<file path="src/hdl/ssdm_cfg.svh">
// Purpose: constants of the supply and short-circuit diagnostic monitor
// Assumes: 40 MHz system clock
// Notes:   one define per number; the package holds the types
`ifndef SSDM_CFG_SVH
`define SSDM_CFG_SVH

`define SSDM_CLK_HZ      40000000
`define SSDM_MS_PER_S    1000
`define SSDM_TICK_CYC    (`SSDM_CLK_HZ / `SSDM_MS_PER_S)
`define SSDM_RETRY_MS    8'h64
`define SSDM_FILT_RST    8'h50
`define SSDM_NPORT       8
`define SSDM_NEV         19

// event vector layout: supplies low, then sensor shorts, then output errors
`define SSDM_EV_US       0
`define SSDM_EV_UL       1
`define SSDM_EV_AUX      2
`define SSDM_EV_LS       3
`define SSDM_EV_DO       11

// diagnostic channel numbers and codes
`define SSDM_CH_GLOBAL   16'h8000
`define SSDM_CH_FIRST    16'h0001
`define SSDM_CODE_US     16'h0002
`define SSDM_CODE_UL     16'h0118
`define SSDM_CODE_AUX    16'h180e
`define SSDM_CODE_LS     16'h1806
`define SSDM_CODE_DO     16'h1811

// register byte addresses
`define SSDM_A_CTRL      8'h00
`define SSDM_A_FILT      8'h04
`define SSDM_A_STAT      8'h08
`define SSDM_A_MASK      8'h0c
`define SSDM_A_LIVE      8'h10
`define SSDM_A_DIAG      8'h14

// control bits
`define SSDM_C_US_EN     0
`define SSDM_C_UL_EN     1
`define SSDM_C_AUX_EN    2
`define SSDM_C_RST_MODE  3
`define SSDM_CTRL_RST    4'h1

`define SSDM_RESP_OK     2'h0
`define SSDM_RESP_ERR    2'h2

`endif

</file>
<file path="src/hdl/ssdm_pkg.sv">
// Purpose: types of the supply and short-circuit diagnostic monitor
// Assumes: ssdm_cfg.svh for all figures
// Notes:   led state and diagnostic record carriers
package ssdm_pkg;

  typedef enum logic [1:0] {
    SSDM_LED_OFF,
    SSDM_LED_GREEN,
    SSDM_LED_RED
  } ssdm_led_t;

  typedef struct packed {
    logic [15:0] channel;
    logic [15:0] code;
  } ssdm_diag_t;

  typedef enum logic {
    SSDM_TX_IDLE,
    SSDM_TX_SEND
  } ssdm_tx_t;

endpackage

</file>
<file path="src/hdl/ssdm_monitor.sv">
// Purpose: supply and port short-circuit diagnostic monitor, axi4-lite regs
// Assumes: comparator and short flags synchronous to i_sys_clk
// Notes:   diagnostics leave one at a time over a valid/ready pair
//
// Contract
// (RULE_01) system supply out of range: code 0x0002
// (RULE_02) system alarms off: led off, no diagnostic
// (RULE_03) system alarms on: led red plus diagnostic
// (RULE_04) actuator supply fault, enabled: code 0x0118
// (RULE_05) actuator and aux alarm enables reset off
// (RULE_06) supply fault also flags active output ports
// (RULE_07) aux supply fault, enabled: code 0x180e
// (RULE_08) actuator led shows actuator or aux fault
// (RULE_09) sensor supply short: port code 0x1806, led
// (RULE_10) auto mode: force off, retry periodically
// (RULE_11) reset mode: stay off until commanded low
// (RULE_12) suppress errors after output rising edge
// (RULE_13) output short: port code 0x1811, led
// (RULE_14) window counts 1 ms ticks; zero disables
//
// The implementer's own choices: the AXI4-Lite slave port and the register offsets.
`timescale 1ns/1ps
`include "ssdm_cfg.svh"

module ssdm_monitor
  import ssdm_pkg::*;
#(
  parameter int unsigned P_TICK_CYC = `SSDM_TICK_CYC  // cycles per 1 ms
) (
  input  wire logic        i_sys_clk,       // system clock
  input  wire logic        i_rstn,          // async reset, active low
  input  wire logic        i_us_fault,      // system supply out of range
  input  wire logic        i_ul_fault,      // actuator supply out of range
  input  wire logic        i_aux_fault,     // aux supply out of range
  input  wire logic [7:0]  i_ls_short,      // sensor supply short per port
  input  wire logic [7:0]  i_do_short,      // channel a output short
  input  wire logic [7:0]  i_do_cmd,        // commanded output level
  output logic [7:0]       o_do_en,         // driven output level
  output ssdm_led_t        o_us_led,        // system supply indicator
  output ssdm_led_t        o_act_led,       // actuator supply indicator
  output logic [7:0]       o_port_fault_indicator, // red port leds
  output logic             o_diag_valid,    // diagnostic offered
  output ssdm_diag_t       o_diag,          // diagnostic record
  input  wire logic        i_diag_ready,    // controller takes record
  output logic             o_irq,           // unmasked status pending
  input  wire logic [7:0]  i_axi_awaddr,    // write address
  input  wire logic        i_axi_awvalid,   // write address valid
  output logic             o_axi_awready,   // write address ready
  input  wire logic [31:0] i_axi_wdata,     // write data
  input  wire logic [3:0]  i_axi_wstrb,     // write strobes
  input  wire logic        i_axi_wvalid,    // write data valid
  output logic             o_axi_wready,    // write data ready
  output logic [1:0]       o_axi_bresp,     // write response
  output logic             o_axi_bvalid,    // write response valid
  input  wire logic        i_axi_bready,    // write response ready
  input  wire logic [7:0]  i_axi_araddr,    // read address
  input  wire logic        i_axi_arvalid,   // read address valid
  output logic             o_axi_arready,   // read address ready
  output logic [31:0]      o_axi_rdata,     // read data
  output logic [1:0]       o_axi_rresp,     // read response
  output logic             o_axi_rvalid,    // read data valid
  input  wire logic        i_axi_rready     // read data ready
);

  localparam int NEV = `SSDM_NEV;
  localparam int NP  = `SSDM_NPORT;

  function automatic logic [31:0] merge(input logic [31:0] old,
                                        input logic [31:0] wd,
                                        input logic [3:0]  st);
    logic [31:0] r;
    r = old;
    for (int b = 0; b < 4; b++) begin
      if (st[b]) begin
        r[b*8 +: 8] = wd[b*8 +: 8];
      end
    end
    return r;
  endfunction

  function automatic logic is_mapped(input logic [7:0] a);
    return (a == `SSDM_A_CTRL) || (a == `SSDM_A_FILT) ||
           (a == `SSDM_A_STAT) || (a == `SSDM_A_MASK) ||
           (a == `SSDM_A_LIVE) || (a == `SSDM_A_DIAG);
  endfunction

  function automatic ssdm_diag_t diag_of(input int idx);
    ssdm_diag_t d;
    d.channel = `SSDM_CH_GLOBAL;
    d.code    = `SSDM_CODE_US;
    if (idx == `SSDM_EV_UL) begin
      d.code = `SSDM_CODE_UL;
    end else if (idx == `SSDM_EV_AUX) begin
      d.code = `SSDM_CODE_AUX;
    end else if (idx >= `SSDM_EV_DO) begin
      d.channel = `SSDM_CH_FIRST + 16'(idx - `SSDM_EV_DO);
      d.code    = `SSDM_CODE_DO;
    end else if (idx >= `SSDM_EV_LS) begin
      d.channel = `SSDM_CH_FIRST + 16'(idx - `SSDM_EV_LS);
      d.code    = `SSDM_CODE_LS;
    end
    return d;
  endfunction

  ////////////////////////////////////////////////////////////////////////////
  // registers and shared state
  logic [3:0]     ctrl_q;
  logic [7:0]     filt_ms_q;
  logic [NEV-1:0] stat_q;
  logic [NEV-1:0] mask_q;
  logic [NEV-1:0] pend_q;
  logic [NEV-1:0] cond_q;
  logic [NEV-1:0] cond;
  logic [NEV-1:0] ev;
  logic [NP-1:0]  do_err;
  logic [NP-1:0]  filt_act;
  logic [NP-1:0]  do_off;
  logic [31:0]    tick_cnt_q;
  logic           tick_q;
  logic           aw_have_q;
  logic           w_have_q;
  logic [7:0]     aw_addr_q;
  logic [31:0]    w_data_q;
  logic [3:0]     w_strb_q;
  logic           wr_fire;
  logic           rd_fire;
  logic           stat_clr;
  ssdm_tx_t       tx_q;
  ssdm_diag_t     last_q;

  assign wr_fire  = aw_have_q && w_have_q && !o_axi_bvalid;
  assign rd_fire  = i_axi_arvalid && o_axi_arready;
  assign stat_clr = rd_fire && (i_axi_araddr == `SSDM_A_STAT);

  ////////////////////////////////////////////////////////////////////////////
  // 1 ms tick for filter and retry timers
  always_ff @(posedge i_sys_clk or negedge i_rstn) begin
    if (!i_rstn) begin
      tick_cnt_q <= 32'h0;
      tick_q     <= 1'b0;
    end else if (tick_cnt_q == P_TICK_CYC - 1) begin
      tick_cnt_q <= 32'h0;
      tick_q     <= 1'b1; // RULE_14
    end else begin
      tick_cnt_q <= tick_cnt_q + 32'h1;
      tick_q     <= 1'b0;
    end
  end

  ////////////////////////////////////////////////////////////////////////////
  // per-port channel a output control
  generate
    for (genvar p = 0; p < NP; p++) begin : g_port
      logic       off_q;
      logic [7:0] filt_q;
      logic [7:0] retry_q;
      logic       prev_q;
      logic       rise;
      logic       fault;

      assign rise        = o_do_en[p] && !prev_q;
      assign filt_act[p] = (filt_q != 8'h0) || (rise && filt_ms_q != 8'h0);
      // supply loss under an active output is a port error as well
      assign fault  = o_do_en[p] &&
                      (i_do_short[p] || i_ul_fault || i_aux_fault); // RULE_06
      assign do_err[p] = fault && !filt_act[p]; // RULE_12
      assign do_off[p] = off_q;

      always_ff @(posedge i_sys_clk or negedge i_rstn) begin
        if (!i_rstn) begin
          prev_q <= 1'b0;
          filt_q <= 8'h0;
        end else begin
          prev_q <= o_do_en[p];
          if (rise) begin
            filt_q <= filt_ms_q; // RULE_12
          end else if (tick_q && filt_q != 8'h0) begin
            filt_q <= filt_q - 8'h1; // RULE_14
          end
        end
      end

      always_ff @(posedge i_sys_clk or negedge i_rstn) begin
        if (!i_rstn) begin
          off_q   <= 1'b0;
          retry_q <= 8'h0;
        end else if (do_err[p]) begin
          off_q   <= 1'b1; // RULE_10
          retry_q <= `SSDM_RETRY_MS;
        end else if (ctrl_q[`SSDM_C_RST_MODE]) begin
          if (!i_do_cmd[p]) begin
            off_q <= 1'b0; // RULE_11
          end
        end else if (off_q && tick_q) begin
          if (retry_q <= 8'h1) begin
            off_q <= 1'b0; // RULE_10
          end
          retry_q <= retry_q - 8'h1;
        end
      end

      always_ff @(posedge i_sys_clk or negedge i_rstn) begin
        if (!i_rstn) begin
          o_do_en[p] <= 1'b0;
        end else begin
          o_do_en[p] <= i_do_cmd[p] && !off_q && !do_err[p]; // RULE_10 RULE_11
        end
      end
    end
  endgenerate

  ////////////////////////////////////////////////////////////////////////////
  // fault conditions, events, sticky status and pending diagnostics
  always_comb begin
    cond                 = '0;
    cond[`SSDM_EV_US]    = i_us_fault && ctrl_q[`SSDM_C_US_EN]; // RULE_01 RULE_02
    cond[`SSDM_EV_UL]    = i_ul_fault && ctrl_q[`SSDM_C_UL_EN]; // RULE_04
    cond[`SSDM_EV_AUX]   = i_aux_fault && ctrl_q[`SSDM_C_AUX_EN]; // RULE_07
    cond[`SSDM_EV_LS +: NP] = i_ls_short; // RULE_09
    cond[`SSDM_EV_DO +: NP] = do_err; // RULE_13
  end
  assign ev = cond & ~cond_q;

  always_ff @(posedge i_sys_clk or negedge i_rstn) begin
    if (!i_rstn) begin
      cond_q <= '0;
    end else begin
      cond_q <= cond;
    end
  end

  // a new event beats a clearing read in the same cycle
  always_ff @(posedge i_sys_clk or negedge i_rstn) begin
    if (!i_rstn) begin
      stat_q <= '0;
    end else begin
      stat_q <= (stat_clr ? '0 : stat_q) | ev;
    end
  end

  always_ff @(posedge i_sys_clk or negedge i_rstn) begin
    if (!i_rstn) begin
      o_irq <= 1'b0;
    end else begin
      o_irq <= |(((stat_clr ? '0 : stat_q) | ev) & mask_q);
    end
  end

  ////////////////////////////////////////////////////////////////////////////
  // diagnostic sender, lowest event index first
  always_ff @(posedge i_sys_clk or negedge i_rstn) begin
    if (!i_rstn) begin
      pend_q       <= '0;
      tx_q         <= SSDM_TX_IDLE;
      o_diag_valid <= 1'b0;
      o_diag       <= '0;
      last_q       <= '0;
    end else begin
      case (tx_q)
        SSDM_TX_IDLE: begin
          pend_q <= pend_q | ev;
          for (int i = NEV - 1; i >= 0; i--) begin
            if (pend_q[i]) begin
              o_diag       <= diag_of(i); // RULE_01 RULE_04 RULE_07 RULE_09 RULE_13
              o_diag_valid <= 1'b1;
              tx_q         <= SSDM_TX_SEND;
              pend_q       <= (pend_q | ev) & ~(NEV'(1) << i);
            end
          end
        end
        SSDM_TX_SEND: begin
          pend_q <= pend_q | ev;
          if (i_diag_ready) begin
            o_diag_valid <= 1'b0;
            last_q       <= o_diag;
            tx_q         <= SSDM_TX_IDLE;
          end
        end
        default: begin
          tx_q <= SSDM_TX_IDLE;
        end
      endcase
    end
  end

  ////////////////////////////////////////////////////////////////////////////
  // indicators
  always_ff @(posedge i_sys_clk or negedge i_rstn) begin
    if (!i_rstn) begin
      o_us_led               <= SSDM_LED_OFF;
      o_act_led              <= SSDM_LED_OFF;
      o_port_fault_indicator <= 8'h0;
    end else begin
      if (!i_us_fault) begin
        o_us_led <= SSDM_LED_GREEN;
      end else if (ctrl_q[`SSDM_C_US_EN]) begin
        o_us_led <= SSDM_LED_RED; // RULE_03
      end else begin
        o_us_led <= SSDM_LED_OFF; // RULE_02
      end
      if (!i_ul_fault && !i_aux_fault) begin
        o_act_led <= SSDM_LED_GREEN;
      end else if ((i_ul_fault && ctrl_q[`SSDM_C_UL_EN]) ||
                   (i_aux_fault && ctrl_q[`SSDM_C_AUX_EN])) begin
        o_act_led <= SSDM_LED_RED; // RULE_08
      end else begin
        o_act_led <= SSDM_LED_OFF; // RULE_08
      end
      // a forced-off port stays lit, else the led would only flash once
      o_port_fault_indicator <= i_ls_short | do_err | do_off; // RULE_09 RULE_13
    end
  end

  ////////////////////////////////////////////////////////////////////////////
  // axi4-lite write side
  always_ff @(posedge i_sys_clk or negedge i_rstn) begin
    if (!i_rstn) begin
      aw_have_q     <= 1'b0;
      w_have_q      <= 1'b0;
      aw_addr_q     <= 8'h0;
      w_data_q      <= 32'h0;
      w_strb_q      <= 4'h0;
      o_axi_awready <= 1'b1;
      o_axi_wready  <= 1'b1;
      o_axi_bvalid  <= 1'b0;
      o_axi_bresp   <= `SSDM_RESP_OK;
    end else begin
      if (i_axi_awvalid && o_axi_awready) begin
        aw_have_q     <= 1'b1;
        aw_addr_q     <= i_axi_awaddr;
        o_axi_awready <= 1'b0;
      end
      if (i_axi_wvalid && o_axi_wready) begin
        w_have_q     <= 1'b1;
        w_data_q     <= i_axi_wdata;
        w_strb_q     <= i_axi_wstrb;
        o_axi_wready <= 1'b0;
      end
      if (wr_fire) begin
        aw_have_q    <= 1'b0;
        w_have_q     <= 1'b0;
        o_axi_bvalid <= 1'b1;
        o_axi_bresp  <= is_mapped(aw_addr_q) ? `SSDM_RESP_OK
                                             : `SSDM_RESP_ERR;
      end
      if (o_axi_bvalid && i_axi_bready) begin
        o_axi_bvalid  <= 1'b0;
        o_axi_awready <= 1'b1;
        o_axi_wready  <= 1'b1;
      end
    end
  end

  always_ff @(posedge i_sys_clk or negedge i_rstn) begin
    if (!i_rstn) begin
      ctrl_q    <= `SSDM_CTRL_RST; // RULE_05
      filt_ms_q <= `SSDM_FILT_RST; // RULE_12
      mask_q    <= '0;
    end else if (wr_fire) begin
      case (aw_addr_q)
        `SSDM_A_CTRL: begin
          ctrl_q <= 4'(merge(32'(ctrl_q), w_data_q, w_strb_q)); // RULE_05
        end
        `SSDM_A_FILT: begin
          filt_ms_q <= 8'(merge(32'(filt_ms_q), w_data_q, w_strb_q));
        end
        `SSDM_A_MASK: begin
          mask_q <= NEV'(merge(32'(mask_q), w_data_q, w_strb_q));
        end
        default: begin
          mask_q <= mask_q;
        end
      endcase
    end
  end

  ////////////////////////////////////////////////////////////////////////////
  // axi4-lite read side; status clears when it is read
  always_ff @(posedge i_sys_clk or negedge i_rstn) begin
    if (!i_rstn) begin
      o_axi_arready <= 1'b1;
      o_axi_rvalid  <= 1'b0;
      o_axi_rdata   <= 32'h0;
      o_axi_rresp   <= `SSDM_RESP_OK;
    end else if (rd_fire) begin
      o_axi_arready <= 1'b0;
      o_axi_rvalid  <= 1'b1;
      o_axi_rresp   <= is_mapped(i_axi_araddr) ? `SSDM_RESP_OK
                                               : `SSDM_RESP_ERR;
      case (i_axi_araddr)
        `SSDM_A_CTRL: o_axi_rdata <= 32'(ctrl_q);
        `SSDM_A_FILT: o_axi_rdata <= 32'(filt_ms_q);
        `SSDM_A_STAT: o_axi_rdata <= 32'(stat_q);
        `SSDM_A_MASK: o_axi_rdata <= 32'(mask_q);
        `SSDM_A_LIVE: o_axi_rdata <= {5'h0, i_aux_fault, i_ul_fault,
                                      i_us_fault, filt_act, do_err, o_do_en};
        `SSDM_A_DIAG: o_axi_rdata <= last_q;
        default:      o_axi_rdata <= 32'h0;
      endcase
    end else if (o_axi_rvalid && i_axi_rready) begin
      o_axi_rvalid  <= 1'b0;
      o_axi_arready <= 1'b1;
    end
  end

endmodule // ssdm_monitor

</file>
<file path="config.mk">
export PLATFORM = sky130hd
export DESIGN_NAME = ssdm_monitor
export DESIGN_NICKNAME = d
export VERILOG_FILES = /design/src/hdl/ssdm_pkg.sv /design/src/hdl/ssdm_monitor.sv
export VERILOG_INCLUDE_DIRS = /design/src /design/src/hdl
export SDC_FILE = /design/constraint.sdc
export NUM_CORES = 1
export LEC_CHECK = 0
export CORE_AREA = 2 2 183 185
export DETAILED_ROUTE_END_ITERATION = 10
export DIE_AREA = 0 0 185 187
export DONT_BUFFER_PORTS = 1
export GPL_ROUTABILITY_DRIVEN = 0
export GPL_TIMING_DRIVEN = 0
export PLACE_DENSITY = 0.69
export SYNTH_ARGS = -nofsm -noshare
export SYNTH_HDL_FRONTEND = slang
export SYNTH_SLANG_ARGS = --single-unit
</file>
<file path="constraint.sdc">
create_clock -name i_sys_clk -period 3 [get_ports i_sys_clk]
set_clock_uncertainty 0.1 [all_clocks]
set_input_delay 0.6 -clock i_sys_clk [delete_from_list [all_inputs] [get_ports i_sys_clk]]
set_output_delay 0.6 -clock i_sys_clk [all_outputs]
set_load 0.02 [all_outputs]
</file>
==> results of run 1 <==
-- power by group through the flow --
stage	Sequential, uW	Clock (uW)	Combinational, uW
after CTS	7260	5130	2720
after detailed placement	7330	0	2670
after global placement	7300	0	2580
after floorplan	6980	0	2050
final	7280	5040	2760
after global routing	7420	5360	3070
-- sequential cells by signal, indices dropped and copies added (netlist names), 2 cells and up --
name and count:
o_do_en 8, g_port.retry_q 64, stat_q 19, ctrl_q 4, cond_q 18, g_port.filt_q 64, g_port.prev_q 8, pend_q 19
mask_q 19, tick_cnt_q 32, w_data_q 19, o_axi_rdata 28, o_diag 12, g_port.off_q 8, filt_ms_q 8, last_q 12
o_us_led 2, o_port_fault_indicator 8, aw_addr_q 8, w_strb_q 3, o_act_led 2
-- cell families (layout without fill, tap and decap cells) --
kind of cell    count (synthesis)  after routing  share of synthesized area (%)
compound gates                308            308                           11.2
xor+xnor                      121            121                           6.07
fa+ha+maj                      29             29                           2.08
buf+inv                       154            236                           4.01
flops                         378            378                           54.2
mux                            88             88                           5.66
other cells                     1             28                         0.0215
simple gates                  584            584                           16.8
-- worst reg2reg max path, cell delays in order (launching register included) --
cell	delay [ps]
dfrtp_1	400
nor4_4	660
and2_0	210
clkbuf_1	370
nor2_1	110
nor4_1	590
a221oi_1	190
nand4_1	230
-- synth_stat cells (28+ instances only) --
cell type	count
xnor2_1	71
nand3_1	51
nor3_1	36
inv_1	65
nor4_1	42
mux2_2	87
xor2_1	50
nor2_1	126
nand2_1	183
buf_4	28
ha_1	29
o21ai_0	122
clkbuf_1	46
or3_1	31
a21oi_1	59
dfrtp_1	372
-- routing by layer --
metal | track usage [%] | part of all wire, %
met2 | 40.9 | 46
met5 | 0 | 0.18
met3 | 6.97 | 8.6
met4 | 9.34 | 3.4
met1 | 36.9 | 42
-- per-stage QoR --
step	setup WS [ps]	std cells	instance area [um^2]	total power, uW
5_1_grt	10.7	2218	19600	15800
3_3_place_gp	-567	2135	18100	9880
2_1_floorplan	481	1687	17600	9030
3_5_place_dp	-592	2135	18100	10000
6_report	54.3	2220	19600	15100
4_1_cts	86.1	2217	19600	15100
-- worst min path at each step --
stage | start | endpoint | slack (ps) | cells after the start
after floorplan | i_rstn | aw_addr_q[0] | 200 | 0
after global placement | i_rstn | g_port[7].retry_q[7] | 220 | 0
after detailed placement | i_rstn | g_port[7].retry_q[0] | 220 | 0
after CTS | i_rstn | g_port[7].retry_q[0] | -340 | 0
after global routing | i_rstn | g_port[7].retry_q[7] | -350 | 0
final | i_rstn | g_port[7].retry_q[1] | -330 | 0
-- area by class of cell --
| cell class | count | area [um^2] |
|---|---|---|
| Buffer | 86 | 447 |
| Sequential cell | 378 | 9470 |
| Clock buffer | 62 | 1240 |
| Tap cell | 448 | 561 |
| Timing Repair Buffer | 8 | 80.1 |
| Clock inverter | 12 | 124 |
| Antenna cell | 3 | 7.51 |
| Fill cell | 2744 | 13200 |
| Inverter | 68 | 255 |
| Multi-Input combinational cell | 1155 | 7440 |
-- what timing repair did --
| item | CTS | global route |
|---|---|---|
| endpoints found under the setup margin | 36 | 2 |
| cloned | 0 | 0 |
| resized for setup | 6 | 3 |
| endpoints found under the hold margin | 386 | 374 |
==> reports/qor.yml, run 1 <==
outcome: "complete, but fails checks"
violations: "negative hold slack"
fmax_ghz: 0.339
dp_hpwl_mm: 32.1
crit_path_end_kind: "register"
p_switching_uw: 4790
grt_pass1_vias: 12900
power.density_nw_per_um2: 769
wire_per_inst_um: 20.4
finalSetupViolCount: 0
cts_inserted_buffers: 40
synth_cells: 1663
tritoncts: "done"
post_cts_buffers: 0
ctsRootBufferMaster: "clkbuf_16"
synth.top_cell.area_share_pct: 53.3
die-area_um2: 34600
whs_ps: -331
hold_path_class: "in -> async"
grt_pass1_wl_mm: 71.6
tightest_slew_ps: 1340
yosysSeqAreaShare_pct: 54.2
netSwitchingFraction_pct: 31.8
final_hold_viol_count: 373
rsz0062_at_grt: "false"
firstDrtPassIters: 8
crit_chain: "nor4_4 > and2_0 > clkbuf_1 > nor2_1 > nor4_1 > a221oi_1 > nand4_1"
maxCapViolations: 0
wl_mm: 45.4
ir_worst_vdd_v: 0.000531
htree_levels: 2
crit_buf_inv: 1
synth_top_area_cell: "dfrtp_1"
initialDrtViolationCount: 1228
clkTransAtPathRegs_ps: 60
path_max_fanout: 8
routed-via-count: 13000
layout_commonest_cell: "dfrtp_1"
synth_seq_cells: 378
intPower_uw: 10300
holdBufCountCts: 8
drc: 0
syn_avg_cell_area_um2: 10.5
clk_path_buf_depth: 3
cp.depth: 7
grt.overflow.total: 0
r2r_end: "o_irq"
start_util_pct: 53.2
crit_path_start: "filt_ms_q[7]"
cp.required_ps: 3340
row_count: 67
synth_area_leaders: "dfrtp_1 (53%), mux2_2 (5.6%), nand2_1 (3.9%)"
final_net_count: 1853
port_buffers: 0
synth_edf_count: 0
critPathKind: "reg -> reg"
critPathArrivalTime_ps: 3280
clock-sinks: 378
utilization_pct: 59.7
core-area_um2: 32900
ys_types: 81
gr-usage-all-layers_pct: 26.7
timing.slew.headroom_pct: 9.49
syn_area_um2: 17500
cp_slowest_cell: "nor4_4"
reg2reg_depth: 7
reg2reg_slack_ps: 50
p_leak_uw: 0.00863
ios: 182
fin_crit_sh_pct: 98.2
grt_max_degree: 379
layout-drive-gt1-share_pct: 12.8
ys_warn_count: 0
rr_startpoint: "filt_ms_q[7]"
clkLatencyLatePin_ps: 530
synth_ff_type: "dfrtp_1"
dieHeight_um: 187
post_drt_via_cell_ratio: 5.85
syn_to_final_growth_pct: 12.3
ys_async_sr_fraction_pct: 100
die_w_um: 185
slew_viol_final: 0
antenna_left: 0
final_cell_mix: "dfrtp_1 (372), nand2_1 (183), nor2_1 (126), o21ai_0 (122), mux2_2 (87)"
start_kind: "register"
cp_slowest_stage_delay_ps: 660
pwr-share-comb_pct: 18.3
antenna_found_initial: 11
clockPowerShare_pct: 33.4
tns_ps: 0
seqPwrFrac_pct: 48.3
cp-endpoint: "o_irq"
fin_crit_ps: 2950
crit_family: "simple AND/OR/NAND/NOR gates"
(Power assumes the default switching activity.)
==> run 2, diff against run 1 <==
- CTS_BUF_LIST: default -> sky130_fd_sc_hd__clkbuf_2
==> run 2 against run 1 <==
Effect of this change:
- the run still ends with negative hold slack left
- setup slack improved by 36 ps
- combinational power rose by 3%
- clock power fell by 29%
- hold slack got worse by 440 ps
- global-route usage rose by 0.69 points
- sequential share of layout area fell by 0.36 points
- critical path depth fell by 1
- critical endpoint unchanged
==> reports/qor.yml, run 2 (synthesis gave the netlist of run 1 again) <==
outcome: "complete, but fails checks"
violations: "negative hold slack"
initialDrtViolationCount: 1159  # -5.6%
p_leak_uw: 0.00888  # +2.9%
die-area_um2: 34600  # unchanged
tritoncts: "done"
path_max_fanout: 5  # -3
gr-usage-all-layers_pct: 27.4  # +0.69 points
rsz0062_at_grt: "false"
fin_crit_ps: 2910  # -36.3 ps
layout-drive-gt1-share_pct: 16.2  # +3.4 points
grt_pass1_wl_mm: 73.2  # +2.2%
clkTransAtPathRegs_ps: 90  # +30 ps
antenna_left: 0  # unchanged
critPathKind: "reg -> reg"
layout_commonest_cell: "dfrtp_1"
fmax_ghz: 0.344  # +1.2%
hold_path_class: "in -> async"
place_ws_ps: -592  # unchanged
top_regs: "g_port.filt_q (64), g_port.retry_q (64), tick_cnt_q (32)"
row_count: 67  # unchanged
critPathArrivalTime_ps: 3640  # +360 ps
grt_pass1_vias: 13600  # +5.4%
final_net_count: 1968  # +6.2%
finalSetupViolCount: 0  # unchanged
slew_viol_final: 0  # unchanged
crit_path_end_kind: "register"
tightest_slew_ps: 1350  # +10.9 ps
cts_inserted_buffers: 95  # +140%
antenna_found_initial: 7  # -4
firstDrtPassIters: 6  # -2
utilization_pct: 60.1  # +0.45 points
final_hold_viol_count: 378  # +1.3%
final_cell_mix: "dfrtp_1 (372), nand2_1 (183), clkbuf_2 (141), nor2_1 (126), o21ai_0 (122)"
clk_path_buf_depth: 3  # unchanged
dp_hpwl_mm: 32.1  # unchanged
place_area_um2: 18100  # unchanged
layout_setup_ws_ps: 90.7  # +36.3 ps
drc: 0  # unchanged
die_w_um: 185  # unchanged
whs_ps: -766  # -435 ps
ctsRootBufferMaster: "clkbuf_2"
dieHeight_um: 187  # unchanged
reg2reg_depth: 6  # -1
routed-via-count: 13600  # +4.7%
ir_worst_vdd_v: 0.000350  # -34%
cp.required_ps: 3730  # +390 ps
ios: 182  # unchanged
grt_max_degree: 379  # unchanged
htree_levels: 3  # +1
wl_mm: 46.4  # +2.3%
wire_per_inst_um: 19.5  # -4.4%
syn_to_final_growth_pct: 13.1
clock-sinks: 378  # unchanged
holdBufCountCts: 68  # +60
port_buffers: 0  # unchanged
maxCapViolations: 0  # unchanged
post_drt_via_cell_ratio: 5.73  # -2.1%
clkLatencyLatePin_ps: 990  # +460 ps
start_kind: "register"
core-area_um2: 32900  # unchanged
final_area_um2: 19800  # +0.75%
power.density_nw_per_um2: 693  # -9.8%
start_util_pct: 53.2  # unchanged
grt.overflow.total: 0  # unchanged
timing.slew.headroom_pct: 8.76  # -0.73 points
fin_crit_sh_pct: 97.0  # -1.2 points
run 2: layout make-up:
class / instances / area [um^2]
Antenna cell: 5 / 12.5
Buffer: 86 / 448
Clock buffer: 138 / 691
Clock inverter: 28 / 190
Fill cell: 2792 / 13100
Inverter: 68 / 255
Multi-Input combinational cell: 1155 / 7460
Sequential cell: 378 / 9470
Tap cell: 448 / 561
Timing Repair Buffer: 68 / 681
run 2: per-layer routing:
layer | global-route usage, % | up-vias | wire [um]
met4 | 11.2 | 2 | 1730
met2 | 41.8 | 563 | 21100
met5 | 0 | - | 7
met3 | 7.38 | 122 | 4160
met1 | 37.1 | 6667 | 19400
li1 | - | 6244 | -
run 2: critical path, stage by stage (launching register included):
cell     delay (ps)
dfrtp_1         460
nor4_2          500
or4bb_1         500
nor4_1          770
a21o_1          200
a22oi_1          80
nand4_1         180
run 2: final timing paths:
path	from	end	slack, ps
worst min-delay path	i_rstn	g_port[7].retry_q[1]	-770
min in group i_sys_clk	i_axi_araddr[2]	o_axi_rdata[7]	80
worst max-delay path	g_port[7].filt_q[2]	o_irq	90
worst min register to register	w_have_q	aw_have_q	370
worst max register to register	g_port[7].filt_q[2]	o_irq	90
max in group asynchronous	i_rstn	g_port[3].filt_q[1]	2800
run 2: what timing repair did:
| action | 4_1_cts | 5_1_grt |
|---|---|---|
| buffers inserted | 0 | 0 |
| pin swaps | 0 | 1 |
| endpoints found under the setup margin | 42 | 10 |
| hold endpoints to repair | 505 | 378 |
| gates resized for setup | 6 | 8 |
run 2: where the power goes:
group,switching (uW),internal [uW]
logic,1610,1240
registers,1200,6080
clock network,2090,1480
run 2: metrics by stage:
| step | power, uW | cells | TNS, ps |
|---|---|---|---|
| floorplan | 9030 | 1687 | 0 |
| global placement | 9880 | 2135 | -3600 |
| detailed placement | 10000 | 2135 | -3730 |
| CTS | 13700 | 2369 | 0 |
| global route | 14500 | 2374 | 0 |
| finish | 13700 | 2374 | 0 |
==> run 3, diff against run 2 <==
- CTS_CLUSTER_DIAMETER: default -> 120
- RECOVER_POWER: default -> 100
==> run 3 against run 2 <==
Effect of this change:
- the flow still finishes with violations (negative hold slack)
- combinational power about the same
- critical path depth unchanged
- sequential share of layout area up 0.12 points
- routed wire length about the same
- maximum frequency down 0.34%
- cell count unchanged
- power down 0.31%
- clock power about the same
- non-clock buffer count unchanged
- setup slack worse by 10 ps
- global-route usage unchanged
- via count up 0.35%
- critical path type unchanged
==> reports/qor.yml, run 3 (synthesis gave the netlist of run 1 again) <==
grt.overflow.total: 0  # unchanged
place_area_um2: 18100  # unchanged
antenna_left: 0  # unchanged
power.density_nw_per_um2: 693  # about the same
dieHeight_um: 187  # unchanged
holdBufCountCts: 68  # unchanged
cts_inserted_buffers: 95  # unchanged
syn_to_final_growth_pct: 12.8
htree_levels: 3  # unchanged
gr-usage-all-layers_pct: 27.4  # unchanged
clkTransAtPathRegs_ps: 100  # about the same
row_count: 67  # unchanged
fin_crit_sh_pct: 97.3  # +0.34 points
finalSetupViolCount: 0  # unchanged
wire_per_inst_um: 19.5  # about the same
violations: "negative hold slack"
tns_ps: 0  # unchanged
ctsRootBufferMaster: "clkbuf_2"
drc: 0  # unchanged
tightest_slew_ps: 1360  # +10.9 ps
antenna_found_initial: 7  # unchanged
tritoncts: "done"
clock-sinks: 378  # unchanged
outcome: "complete, but fails checks"
grt_max_degree: 379  # unchanged
critPathArrivalTime_ps: 3630  # about the same
layout-drive-gt1-share_pct: 15.1  # -1.1 points
top_regs: "g_port.filt_q (64), g_port.retry_q (64), tick_cnt_q (32)"
start_kind: "register"
place_ws_ps: -592  # unchanged
firstDrtPassIters: 8  # +2
die_w_um: 185  # unchanged
post_cts_buffers: 0  # unchanged
core-area_um2: 32900  # unchanged
final_area_um2: 19700  # -0.25%
final_hold_viol_count: 378  # unchanged
clkLatencyLatePin_ps: 980  # about the same
n_fill_cell: 2803  # +0.39%
grt_pass1_vias: 13600  # unchanged
die-area_um2: 34600  # unchanged
p_leak_uw: 0.00886  # -0.23%
ir_worst_vdd_v: 0.000351  # +0.29%
slew_viol_final: 0  # unchanged
fin_total_pwr_uw: 13700  # -0.31%
final_net_count: 1968  # unchanged
fmax_ghz: 0.343  # -0.34%
grt_pass1_wl_mm: 73.2  # unchanged
critPathKind: "reg -> reg"
maxCapViolations: 0  # unchanged
crit_path_end_kind: "register"
cp.required_ps: 3720  # about the same
start_util_pct: 53.2  # unchanged
path_max_fanout: 8  # +3
timing.slew.headroom_pct: 8.02  # -0.74 points
wl_mm: 46.4  # about the same
routed-via-count: 13600  # +0.35%
dp_hpwl_mm: 32.1  # unchanged
post_drt_via_cell_ratio: 5.75  # +0.35%
layout_commonest_cell: "dfrtp_1"
final_cell_mix: "dfrtp_1 (372), nand2_1 (183), clkbuf_2 (141), nor2_1 (126), o21ai_0 (125)"
hold_path_class: "in -> async"
layout_setup_ws_ps: 80.6  # -10.1 ps
clk_path_buf_depth: 3  # unchanged
port_buffers: 0  # unchanged
ios: 182  # unchanged
rsz0062_at_grt: "false"
fin_crit_ps: 2920  # +10.1 ps
initialDrtViolationCount: 1173  # +1.2%
whs_ps: -756  # +9.35 ps
run 3: cell types whose count changed in the layout (fill, tap and decap cells not counted), sizes merged:
cell and delta:
buf -9, clkbuf +9
run 3: worst max-delay path, stage by stage, from the launching register on:
cell	delay, ps
dfrtp_1	440
nor4_1	420
nand3_1	480
nor4_1	800
a22o_1	260
a221oi_1	50
nand4_1	220
run 3: stage by stage:
stage / util [%] / cells
after floorplan: - / 1687
after global placement: 55.1 / 2135
after detailed placement: 55.1 / 2135
after CTS: 60.0 / 2369
after global routing: 60.0 / 2374
final: 60.0 / 2374
run 3: final cells by class:
type | instances | area (um^2) | share of cell area, %
Antenna cell | 5 | 12.5 | 0.0635
Buffer | 86 | 434 | 2.20
Clock buffer | 138 | 691 | 3.50
Clock inverter | 28 | 190 | 0.965
Inverter | 68 | 255 | 1.29
Multi-Input combinational cell | 1155 | 7420 | 37.7
Sequential cell | 378 | 9470 | 48.0
Tap cell | 448 | 561 | 2.84
Timing Repair Buffer | 68 | 681 | 3.45
run 3: power breakdown:
part	total (uW)	switching, uW	internal [uW]
combinational	2820	1600	1220
clock	3570	2080	1480
sequential	7270	1200	6070
total	13700	4890	8770
run 3: routing by layer:
metal	wire, um	vias to the layer above	GRT usage [%]
li1	-	6249	-
met1	19400	6684	37.1
met2	21100	589	41.8
met3	4120	121	7.38
met4	1770	2	11.2
met5	7	-	0
run 3: final timing paths:
check                      depth (start not counted)                start  slack [ps]                   end
setup / recovery                                   6  g_port[3].filt_q[3]          80                 o_irq
hold / removal                                     0               i_rstn        -760  g_port[7].retry_q[1]
setup reg to reg                                   6  g_port[3].filt_q[3]          80                 o_irq
hold reg to reg                                    1             w_have_q         370             aw_have_q
max in group asynchronous                          0               i_rstn        3060   g_port[0].filt_q[6]
min in group i_sys_clk                             3      i_axi_araddr[2]          90        o_axi_rdata[7]
run 3: what timing repair did:
| item | in CTS | in global routing |
|---|---|---|
| endpoints found under the setup margin | 42 | 10 |
| endpoints found under the hold margin | 505 | 378 |
| pin swaps | 0 | 1 |
| resized for setup | 6 | 8 |
